$ cat src/verilog/cfg_map.vh
`ifndef CFG_MAP_VH
`define CFG_MAP_VH

// Register indices (printed offsets are not all multiples of four).
`define CFG_IDX_CH1 8'h05
`define CFG_IDX_CH8 8'h0C
`define CFG_IDX_POS 8'h12
`define CFG_IDX_NEG 8'h13
`define CFG_IDX_GPIO 8'h14
`define CFG_IDX_TRIP 8'h04
`define CFG_IDX_IRQ_STAT 8'h20
`define CFG_IDX_IRQ_MASK 8'h21
// Channel settings fields.
`define CFG_PD_BIT 7
`define CFG_GAIN_HI 6
`define CFG_GAIN_LO 4
`define CFG_RSV_BIT 3
`define CFG_MUX_HI 2
`define CFG_MUX_LO 0
`define CFG_GAIN_X1 3'h1
`define CFG_GAIN_X2 3'h2
`define CFG_GAIN_X8 3'h5
`define CFG_MUX_NORMAL 3'h0
`define CFG_MUX_SHORT 3'h1
`define CFG_MUX_SUPPLY 3'h3
`define CFG_MUX_TEMP 3'h4
`define CFG_MUX_TEST 3'h5
// Reset values.
`define CFG_CH_RST 8'h10
`define CFG_DIR_RST 4'hF
`define CFG_TRIP_RST 3'h0
// Trip field position in the trip-level register.
`define CFG_TRIP_HI 7
`define CFG_TRIP_LO 5
// Trip levels in tenths of a percent of the supply span.
`define CFG_LVL_W 10
`define CFG_HI_0 10'h3B6
`define CFG_HI_1 10'h39D
`define CFG_HI_2 10'h384
`define CFG_HI_3 10'h36B
`define CFG_HI_4 10'h352
`define CFG_HI_5 10'h320
`define CFG_HI_6 10'h2EE
`define CFG_HI_7 10'h2BC
`define CFG_SPAN 10'h3E8

`endif

$ cat src/verilog/cfg_fault_cmp.v
`timescale 1ns/1ps
`default_nettype none
`include "cfg_map.vh"

// Compares every input sample against the trip window, without latching.
module cfg_fault_cmp #(
	parameter NCH = 8
)
(
	input wire [NCH*`CFG_LVL_W-1:0] pos_level,
	input wire [NCH*`CFG_LVL_W-1:0] neg_level,
	input wire [`CFG_LVL_W-1:0] level_hi,
	input wire [`CFG_LVL_W-1:0] level_lo,
	output wire [NCH-1:0] pos_trip,
	output wire [NCH-1:0] neg_trip
);

	genvar i;
	generate
		for (i = 0; i < NCH; i = i + 1)
		begin : g_ch
			wire [`CFG_LVL_W-1:0] p;
			wire [`CFG_LVL_W-1:0] n;
			assign p = pos_level[i*`CFG_LVL_W +: `CFG_LVL_W];
			assign n = neg_level[i*`CFG_LVL_W +: `CFG_LVL_W];
			// RQ12 window compare
			assign pos_trip[i] = (p > level_hi) || (p < level_lo);
			assign neg_trip[i] = (n > level_hi) || (n < level_lo);
		end
	endgenerate

endmodule // cfg_fault_cmp

`default_nettype wire

$ cat src/verilog/cfg_regs.v
// Operation
// RQ1: Eight channel settings registers at consecutive indices, same layout.
// RQ2: Bit 7 powers the channel down when set; clear by default.
// RQ3: Gain field codes 001, 010, 101 give x1, x2, x8; others unusable.
// RQ4: Host writes zero to bit 3 of each channel settings register.
// RQ5: Input selector picks normal, shorted, supply, temperature or test input.
// RQ6: Positive-side alarm status, bit n-1 per channel, read-only, default 0.
// RQ7: Negative-side alarm status, same ordering, read-only, default 0.
// RQ8: Pin register has data in upper nibble, direction in lower nibble.
// RQ9: Reading pin data returns actual pin levels in either direction.
// RQ10: Data writes drive output pins and leave input pins unaffected.
// RQ11: Direction bit zero means output, one means input; reset all inputs.
// RQ12: Inputs compare against high and low levels from a 3-bit trip code.
// RQ13: Code 000 trips at 95 percent high and 5 percent low.
// RQ14: Alarm status bits also go out with each output data frame.
// RQ15: Codes map to 95 down to 70 percent high, 5 to 30 low.
// RQ16: Status follows comparators live; reading it has no side effect.
`timescale 1ns/1ps
`default_nettype none
`include "cfg_map.vh"

module cfg_regs #(
	parameter NCH = 8,
	parameter NPIN = 4
)
(
	input wire mclk,
	input wire sys_rst,
	input wire clk_en,
	input wire psel,
	input wire penable,
	input wire pwrite,
	input wire [11:0] paddr,
	input wire [31:0] pwdata,
	output wire pready,
	output reg [31:0] prdata,
	output wire pslverr,
	input wire [NCH*`CFG_LVL_W-1:0] pos_level,
	input wire [NCH*`CFG_LVL_W-1:0] neg_level,
	input wire [NPIN-1:0] pin_in,
	output wire [NPIN-1:0] pin_out,
	output wire [NPIN-1:0] pin_oe_n,
	output wire [NCH-1:0] channel_powerdown,
	output wire [NCH*3-1:0] channel_gain_code,
	output wire [NCH*3-1:0] channel_input_select,
	output reg [NCH-1:0] frame_pos_alarm,
	output reg [NCH-1:0] frame_neg_alarm,
	input wire frame_strobe,
	output wire irq
);

	reg [7:0] chset_r [0:NCH-1];
	reg [2:0] trip_level_code_r;
	reg [NPIN-1:0] pin_level_bits_r;
	reg [NPIN-1:0] pin_direction_bits_r;
	reg [NPIN-1:0] pin_sync_r;
	reg [NCH-1:0] pos_input_alarm_status_r;
	reg [NCH-1:0] neg_input_alarm_status_r;
	reg [2*NCH-1:0] irq_stat_r;
	reg [2*NCH-1:0] irq_mask_r;
	reg [2*NCH-1:0] irq_stat_nxt;
	wire [`CFG_LVL_W-1:0] level_hi;
	wire [`CFG_LVL_W-1:0] level_lo;
	wire [NCH-1:0] pos_trip;
	wire [NCH-1:0] neg_trip;
	wire [2*NCH-1:0] rise;
	wire [9:0] idx;
	wire acc;
	wire wr;
	wire rd_ok;
	integer k;

	// Register index of a byte address; the low two bits select nothing.
	function [9:0] word_idx;
		input [11:0] a;
		begin
			word_idx = a[11:2];
		end
	endfunction

	// Channel number of a settings index, valid only inside the range.
	function [2:0] ch_of;
		input [9:0] i;
		reg [9:0] d;
		begin
			d = i - {2'h0, `CFG_IDX_CH1};
			ch_of = d[2:0];
		end
	endfunction

	function is_ch;
		input [9:0] i;
		begin
			is_ch = (i >= {2'h0, `CFG_IDX_CH1}) &&
				(i <= {2'h0, `CFG_IDX_CH8});
		end
	endfunction

	assign idx = word_idx(paddr);
	assign acc = psel && penable;
	assign wr = acc && pwrite && clk_en;
	assign pready = 1'b1;
	assign rd_ok = is_ch(idx) || idx == {2'h0, `CFG_IDX_TRIP} ||
		idx == {2'h0, `CFG_IDX_POS} || idx == {2'h0, `CFG_IDX_NEG} ||
		idx == {2'h0, `CFG_IDX_GPIO} ||
		idx == {2'h0, `CFG_IDX_IRQ_STAT} ||
		idx == {2'h0, `CFG_IDX_IRQ_MASK};
	assign pslverr = acc && !rd_ok;

	cfg_trip_dac u_dac (
		.code(trip_level_code_r),
		.level_hi(level_hi),
		.level_lo(level_lo)
	);

	cfg_fault_cmp #(.NCH(NCH)) u_cmp (
		.pos_level(pos_level),
		.neg_level(neg_level),
		.level_hi(level_hi),
		.level_lo(level_lo),
		.pos_trip(pos_trip),
		.neg_trip(neg_trip)
	);

	// Settings and control registers.
	always @(posedge mclk)
	begin
		if (sys_rst)
		begin
			for (k = 0; k < NCH; k = k + 1)
				chset_r[k] <= `CFG_CH_RST;
			trip_level_code_r <= `CFG_TRIP_RST;
			pin_level_bits_r <= {NPIN{1'b0}};
			// RQ11 reset to inputs
			pin_direction_bits_r <= `CFG_DIR_RST;
			irq_mask_r <= {2*NCH{1'b0}};
		end
		else if (wr)
		begin
			// RQ1 consecutive channel registers
			if (is_ch(idx))
			begin
				// RQ4 reserved bit forced
				chset_r[ch_of(idx)] <= pwdata[7:0] &
					~(8'h01 << `CFG_RSV_BIT);
			end
			if (idx == {2'h0, `CFG_IDX_TRIP})
				trip_level_code_r <=
					pwdata[`CFG_TRIP_HI:`CFG_TRIP_LO];
			if (idx == {2'h0, `CFG_IDX_GPIO})
			begin
				// RQ8 nibble layout
				pin_direction_bits_r <= pwdata[NPIN-1:0];
				// RQ10 output pins only
				for (k = 0; k < NPIN; k = k + 1)
					if (!pwdata[k])
						pin_level_bits_r[k] <= pwdata[NPIN+k];
			end
			if (idx == {2'h0, `CFG_IDX_IRQ_MASK})
				irq_mask_r <= pwdata[2*NCH-1:0];
		end
	end

	// Pin levels and alarm status follow their sources on every cycle with clk_en high.
	always @(posedge mclk)
	begin
		if (sys_rst)
		begin
			pin_sync_r <= {NPIN{1'b0}};
			pos_input_alarm_status_r <= {NCH{1'b0}};
			neg_input_alarm_status_r <= {NCH{1'b0}};
			frame_pos_alarm <= {NCH{1'b0}};
			frame_neg_alarm <= {NCH{1'b0}};
			irq_stat_r <= {2*NCH{1'b0}};
		end
		else if (clk_en)
		begin
			// RQ9 actual pin level
			pin_sync_r <= pin_in;
			// RQ16 live, unlatched
			pos_input_alarm_status_r <= pos_trip;
			neg_input_alarm_status_r <= neg_trip;
			// RQ14 frame copy
			if (frame_strobe)
			begin
				frame_pos_alarm <= pos_input_alarm_status_r;
				frame_neg_alarm <= neg_input_alarm_status_r;
			end
			irq_stat_r <= irq_stat_nxt;
		end
	end

	// Rising alarms set sticky bits; a set beats a same-cycle clear.
	assign rise = {neg_trip & ~neg_input_alarm_status_r,
		pos_trip & ~pos_input_alarm_status_r};

	always @*
	begin
		irq_stat_nxt = irq_stat_r;
		if (wr && idx == {2'h0, `CFG_IDX_IRQ_STAT})
			irq_stat_nxt = irq_stat_nxt & ~pwdata[2*NCH-1:0];
		irq_stat_nxt = irq_stat_nxt | rise;
	end

	assign irq = |(irq_stat_r & irq_mask_r);

	// RQ11 zero drives pin
	assign pin_oe_n = pin_direction_bits_r;
	assign pin_out = pin_level_bits_r;

	genvar g;
	generate
		for (g = 0; g < NCH; g = g + 1)
		begin : g_out
			// RQ2 powerdown bit
			assign channel_powerdown[g] = chset_r[g][`CFG_PD_BIT];
			// RQ3 gain field
			assign channel_gain_code[g*3 +: 3] =
				chset_r[g][`CFG_GAIN_HI:`CFG_GAIN_LO];
			// RQ5 input selector
			assign channel_input_select[g*3 +: 3] =
				chset_r[g][`CFG_MUX_HI:`CFG_MUX_LO];
		end
	endgenerate

	// Read mux; status reads have no side effect.
	always @*
	begin
		prdata = 32'h0000_0000;
		if (is_ch(idx))
			prdata[7:0] = chset_r[ch_of(idx)];
		else if (idx == {2'h0, `CFG_IDX_TRIP})
			prdata[`CFG_TRIP_HI:`CFG_TRIP_LO] = trip_level_code_r;
		// RQ6 positive status
		else if (idx == {2'h0, `CFG_IDX_POS})
			prdata[NCH-1:0] = pos_input_alarm_status_r;
		// RQ7 negative status
		else if (idx == {2'h0, `CFG_IDX_NEG})
			prdata[NCH-1:0] = neg_input_alarm_status_r;
		// RQ9 pin readback
		else if (idx == {2'h0, `CFG_IDX_GPIO})
			prdata[2*NPIN-1:0] = {pin_sync_r, pin_direction_bits_r};
		else if (idx == {2'h0, `CFG_IDX_IRQ_STAT})
			prdata[2*NCH-1:0] = irq_stat_r;
		else if (idx == {2'h0, `CFG_IDX_IRQ_MASK})
			prdata[2*NCH-1:0] = irq_mask_r;
	end

endmodule // cfg_regs

`default_nettype wire

$ cat src/verilog/cfg_trip_dac.v
`timescale 1ns/1ps
`default_nettype none
`include "cfg_map.vh"

// Maps the trip code to high and low trip levels (tenths of a percent).
module cfg_trip_dac
(
	input wire [2:0] code,
	output reg [`CFG_LVL_W-1:0] level_hi,
	output wire [`CFG_LVL_W-1:0] level_lo
);

	// RQ15 level table
	always @*
	begin
		case (code)
			3'h0: level_hi = `CFG_HI_0;
			3'h1: level_hi = `CFG_HI_1;
			3'h2: level_hi = `CFG_HI_2;
			3'h3: level_hi = `CFG_HI_3;
			3'h4: level_hi = `CFG_HI_4;
			3'h5: level_hi = `CFG_HI_5;
			3'h6: level_hi = `CFG_HI_6;
			default: level_hi = `CFG_HI_7;
		endcase
	end

	// RQ13 symmetric low level
	assign level_lo = `CFG_SPAN - level_hi;

endmodule // cfg_trip_dac

`default_nettype wire
$ cat config.mk
export PLATFORM = sky130hd
export DESIGN_NAME = cfg_regs
export DESIGN_NICKNAME = d
export VERILOG_FILES = /design/src/verilog/cfg_fault_cmp.v /design/src/verilog/cfg_regs.v /design/src/verilog/cfg_trip_dac.v
export VERILOG_INCLUDE_DIRS = /design/src /design/src/verilog
export SDC_FILE = /design/constraint.sdc
export NUM_CORES = 1
export LEC_CHECK = 0
export ABC_AREA = 1
export BUFFER_PORTS_ARGS = -buffer_cell sky130_fd_sc_hd__buf_2
export CORE_MARGIN = 3
export CORE_UTILIZATION = 50
export CTS_CLUSTER_SIZE = 14
export DETAILED_ROUTE_END_ITERATION = 10
export GPL_TIMING_DRIVEN = 0
export HOLD_SLACK_MARGIN = 0.1
export PLACE_DENSITY = 0.78
export SYNTH_ARGS = -nofsm -noshare
export SYNTH_HDL_FRONTEND = slang
export SYNTH_SLANG_ARGS = --single-unit
export TNS_END_PERCENT = 10
$ cat constraint.sdc
create_clock -name mclk -period 4.25 [get_ports mclk]
set_input_delay 0.425 -clock mclk [delete_from_list [all_inputs] [get_ports mclk]]
set_output_delay 0.425 -clock mclk [all_outputs]
set_load 0.05 [all_outputs]
Word level (Yosys, flattened, before mapping). Memory sizes are Yosys's and may differ from the RTL's. Cells that the tools add are included.

Memories kept: 1. Output and inout bits: 115. Word-level logic and storage cells: 138. Bits in writable memories: 56. Flip-flop bits (word level): 79. Input port bits: 215.

Memories: chset_r (depth 8, width 7, read ports 9, clocked after Yosys merged registers in 0, wr ports 8, line cfg_regs.v:52) `reg [7:0] chset_r [0:NCH-1];`.

Order comparisons: 34. Bitwise gates (word level): 12. Reduce and logical (&&, ||, !) cells: 40. Muxes and demuxes: 24. Equality and inequality tests: 12. $add $sub $neg: 2.

Operator list (count): $gt A10 B10 Y1 (16); $lt A10 B10 Y1 (16); $mux W8 (9); $pmux W9 S7 (1); $mux W16 (3); $and A16 B16 Y16 (2); $eq A10 B5 Y1 const B (3); $logic_or A1 B1 Y1 (22); $eq A10 B6 Y1 const B (2); $and A8 B8 Y8 (2); $not A16 Y16 (1); $not A8 Y8 (2); $or A16 B16 Y16 (1); $reduce_or A16 Y1 (1); $reduce_and A3 Y1 (4); $eq A10 B3 Y1 const B (1); $ge A10 B3 Y1 const B (1); $le A10 B4 Y1 const B (1); $sub A10 B10 Y10 const A (1); $eq A3 B3 Y1 const B (3); $reduce_and A2 Y1 (4); $mux W1 (7); $mux W7 (1); $reduce_or A7 Y1 (1); other kinds (9) (19).

Depth between registers and ports, before layout.
Depth after elaboration: 10. Mapped depth: 21. Gate-level depth less buffers: 19.

Hierarchy. Synthesis repeated with hierarchy kept, for this count alone.

Cell total of the unflattened synthesis: 1992. Area total of the unflattened synthesis: 13973.4 µm².

By module, submodules not included: cfg_fault_cmp (seq. area each 0.0 µm², area each 7347.0 µm², times used 1, cells each 1140); cfg_regs (seq. area each 3263.1 µm², area each 6339.8 µm², times used 1, cells each 796); cfg_trip_dac (seq. area each 0.0 µm², area each 286.5 µm², times used 1, cells each 56).

Worst setup path after synthesis. Ideal clock, no wire load.

Kind: flip-flop to flip-flop. From: reg trip_level_code_r[2]. To: reg irq_stat_r[0]. Library setup time: 0.070 ns. Data arrival time: 3.973 ns. Clock period less this slack: 4.044 ns. Required time: 4.180 ns. Stages on the path, launching flop included: 18. Setup slack: 0.206 ns. Path buffers: 1. Cells stage by stage: dfxtp_1 inv_1 nand2_1 buf_2 inv_1 nor2_1 inv_1 ha_1 a31oi_1 xor2_1 ha_1 a21oi_1 o21ai_0 nand3_1 nand3_1 nand2_1 nand2_1 a21oi_1.

Cells in the longest elaborated chain, start to end: 7. Elaborated cells on any way between the ends: 14. Classes of those cells: add/sub (1); order compare (2); eq/ne (6); mux (1); bitwise (2); reduce/logical (2).

RTL lines: from (decl) (line cfg_regs.v:53) `reg [2:0] trip_level_code_r;`; from (signal assigned) (line cfg_regs.v:132) `` trip_level_code_r <= `CFG_TRIP_RST; ``; from (signal assigned) (line cfg_regs.v:148) `trip_level_code_r <=`; $eq A3 B3 Y1 (tied with other cells) (line cfg_trip_dac.v:16) `case (code)`; $pmux W9 S7 (*) (line cfg_trip_dac.v:16); $sub A10 B10 Y10 (no source line); $lt A10 B10 Y1 (line cfg_fault_cmp.v:27) `assign pos_trip[i] = (p > level_hi) || (p < level_lo);`; $logic_or A1 B1 Y1 (*) (line cfg_fault_cmp.v:27); $and A8 B8 Y8 (*) (line cfg_regs.v:195) `pos_trip & ~pos_input_alarm_status_r};`; $or A16 B16 Y16 (*) (line cfg_regs.v:202) `irq_stat_nxt = irq_stat_nxt | rise;`; to (signal assigned) (line cfg_regs.v:174) `irq_stat_r <= {2*NCH{1'b0}};`; to (signal assigned) (line cfg_regs.v:189) `irq_stat_r <= irq_stat_nxt;`; to (decl) (line cfg_regs.v:59) `reg [2*NCH-1:0] irq_stat_r;`.

Every way passes the cells marked *; elsewhere a longest branch is shown, timed or not. A chain may end at the register's enable or synchronous reset.

Worst setup path in the final report.
From: reg trip_level_code_r[2]. To: reg irq_stat_r[1].

Same word-level chain as after synthesis.

==> flow_summary.ini <==
[outcome]
status = completed

[run]
drv_cap = 0

[yosys]
synth_mux_area_share_pct = 0
async_flop_share_pct = 0
ys_seq_elements = 135
yosysUniqueCellTypes = 44
synth_top_family_by_area = simple AND/OR/NAND/NOR gates
syn_area_sq_mm = 0.0136
synth-seq-area-share_pct = 24.1
avgSynthCellArea_sq_um = 6.85
yosys.area_share.simple_pct = 28.8
synth_compound_area_share_pct = 16.3
synth_edf_count = 56
ys.flop_type = dfxtp_1
synth_adder_area_share_pct = 19.8
yosys_warnings = 0
synth_cells = 1979
synth-xor-area-share_pct = 1.10

[detailed_routing]
drtIter0Drc = 1731
routed_wl_um = 49700
firstDrtPassIters = 8
wl_per_cell_um = 18.5
drtAntennaViolNets = 0
post-route-drc-count = 0
vias = 15500
viasPerCell = 5.76

[sta]
fin_crit_ps = 4010
rsz0062_at_grt = no
slew_viol_final = 0
worst_pin_slew_ps = 1020
hold_viol = 0
hold_slack_ps = 228
clock_skew_ps = 8.74
finalSetupViolCount = 0
fin_crit_sh_pct = 94.4
max_slew_margin_pct = 32.1
clock.fmax_ghz = 0.249

[placed_design]
io_buffers = 293
gp_congestion = 0.987
dp_hpwl_um = 38800

[pwr]
share_comb_of_total_power_pct = 23.6
p_total_uw = 3970
leakage_uw = 0.00885
power_density_mw_per_mm2 = 242
peakVddDrop_mv = 0.263
p_switching_uw = 1320
p_int_uw = 2650
pwr-share-seq_pct = 36.9
p_sw_share_pct = 33.2
power.share.clock_pct = 39.5

[clock_network]
h-tree-depth = 4
numCtsBuffers = 17
clk_pin_slew_worst_paths_ps = 60
cts_tree = yes
clockBufferDepth = 2
cts_sinks = 135
clk_latency_ps = 430
cts_root_buf = clkbuf_16

[global_route]
grt_pass1_vias = 14500
overflow = 0
grtUsageTotal_pct = 32.6
grt_pass1_wl_um = 74700
grt_max_degree = 19
antenna_found_initial = 13

[worst_setup_path]
startpoint = trip_level_code_r[2]
cp_slowest_stage_delay_ps = 430
cp-end-kind = flop
crit_type = flop to flop
cp_top_family = buffers and inverters
worstPathCellList = inv_1, nand2_2, buf_2, clkinvlp_4, nor2_4, buf_8, inv_1, ha_1, a31oi_1, xor2_4, buf_12, buf_8, ha_1, nand2_1, o21ai_0, nand3_1, nand3_1, nand2_1, nand2_1, a21oi_1
crit_cells = 20
rr_worst_depth = 20
r2r-start = trip_level_code_r[2]
cp_common_cell = nand2_1
r2r-end = irq_stat_r[1]
crit_fanout = 10
path_buf_inv = 7
worstSetupStartpointType = flop
cp-endpoint = irq_stat_r[1]
crit_arrival_ps = 4290
slowest_stage = dfxtp_1
cp_data_required_time_ps = 4530
r2r_slack_ps = 240

[floorplanning]
dieHeight_um = 171
die_w_um = 171
start_util_pct = 51.4
rows = 59
io_pins = 330
die_area_sq_mm = 0.0291
coreArea_sq_mm = 0.0264

[cells_and_area]
drive_above_1_share_pct = 18.3
n_fill_cell = 2436
area_growth_pct = 21.0
final_nets = 2764

[hold_path]
hold_class = input port to flop
[worst min-delay path by stage]
| stage | end | from | cells past startpoint | slack, ps |
|---|---|---|---|---|
| 6_report | pin_sync_r[1] | pin_in[1] | 3 | 230 |
| 2_1_floorplan | irq_stat_r[14] | irq_stat_r[14] | 2 | 450 |
| 5_1_grt | pin_sync_r[0] | pin_in[0] | 3 | 240 |
| 4_1_cts | pin_sync_r[1] | pin_in[1] | 3 | 230 |
| 3_3_place_gp | pin_out[3] | pin_out[3] | 2 | 430 |
| 3_5_place_dp | pin_out[3] | pin_out[3] | 2 | 440 |
[power groups by stage]
stage                     Clock, uW  Sequential, uW  Combinational, uW
after detailed placement          0            1490                920
after global placement            0            1490                890
after CTS                      1570            1460                925
final                          1570            1460                938
after floorplan                   0            1610                463
after global routing           1630            1470               1030
[registers in the layout (all words and copies together), names as in the netlist]
name and count:
irq_stat_r 16, chset_r 56, pin_oe_n 4, neg_input_alarm_status_r 8, frame_neg_alarm 8, pin_sync_r 4, pos_input_alarm_status_r 8, frame_pos_alarm 8
pin_out 4, trip_level_code_r 3, irq_mask_r 16
[Yosys cell counts, types with 16 or more instances]
library cell	instances	share of area, %
a21oi_1	165	6.1
nor2_1	211	5.8
o21bai_1	38	2.1
inv_1	240	6.6
xor2_1	17	1.1
dfxtp_1	79	12
a31o_2	16	1.0
ha_1	215	20
o21ai_0	124	4.6
nand3_1	155	5.7
nand2_1	415	11
edfxtp_1	56	12
clkbuf_1	32	0.89
buf_4	19	1.1
nand4_1	70	3.2
buf_2	19	0.70
[cell type report]
cell class              instances  area [sq um]  share of cell area, %
diodes                          7          17.5                  0.107
plain buffers                  73           392                   2.39
clock buffers                  17           425                   2.59
clock inverters                15           191                   1.17
inverters                     250           950                   5.79
multi-input cells            1552          9120                   55.6
flip-flops and latches        135          3260                   19.9
well taps                     335           419                   2.56
repair buffers                305          1620                   9.89
[worst min-delay path: stages]
cell    delay (ps)
buf_2           70
nor2_1          40
nor2_1          80
[what timing repair did]
| item | 4_1_cts | 5_1_grt |
|---|---|---|
| cloned | 0 | 0 |
| pin swaps | 2 | 1 |
| hold buffers | 0 | 0 |
| buffers inserted | 2 | 3 |
| setup endpoints to repair | 32 | 21 |
| gates resized for setup | 3 | 3 |
[layout by cell type, fill, tap and decap left out, drive strengths merged]
cell type,count
nand2,424
buf,346
inv,248
ha,215
nor2,214
a21oi,165
nand3,156
o21ai,133
dfxtp,79
nand4,70
edfxtp,56
clkbuf,49
o21bai,38
conb,33
xor2,17
a31o,16
and3,15
nor3,15
a22o,9
clkinv,8
diode,7
a21o,7
clkinvlp,6
o211ai,6
bufinv,3
o32ai,2
a31oi,2
a221oi,2
o22ai,2
nand3b,2
a21boi,2
o21a,2
o31ai,1
a211oi,1
o2111ai,1
a2111oi,1
or2,1
[metal layers]
layer	global-route usage [%]	up-vias	routed length (um)	part of all wire [%]
met3	7.97	166	5020	10
met4	14.0	16	2110	4.3
met5	0	-	97	0.20
met1	41.2	7063	19900	40
met2	53.0	821	22600	45
li1	-	7411	-	-
[cell families (layout without fill, tap and decap cells)]
family	count (synthesis)	after routing
AOI/OAI and AO/OA	390	390
xor gates and xnor gates	17	17
adders and majority gates	215	215
buffers and inverters	323	660
DFF	135	135
other	2	40
and+or+nand+nor	897	897
[per-stage QoR]
stage	setup TNS (ps)	worst slack (ps)	util, %	cell area [sq um]	cells
floorplan	0	206	-	13700	2010
global placement	-87880	-2950	59.0	15600	2638
global route	0	44.7	62.2	16400	2688
detailed placement	-26140	-958	59.5	15700	2645
CTS	0	108	62.0	16300	2679
finish	0	239	62.2	16400	2689
(Power assumes the default switching activity.)
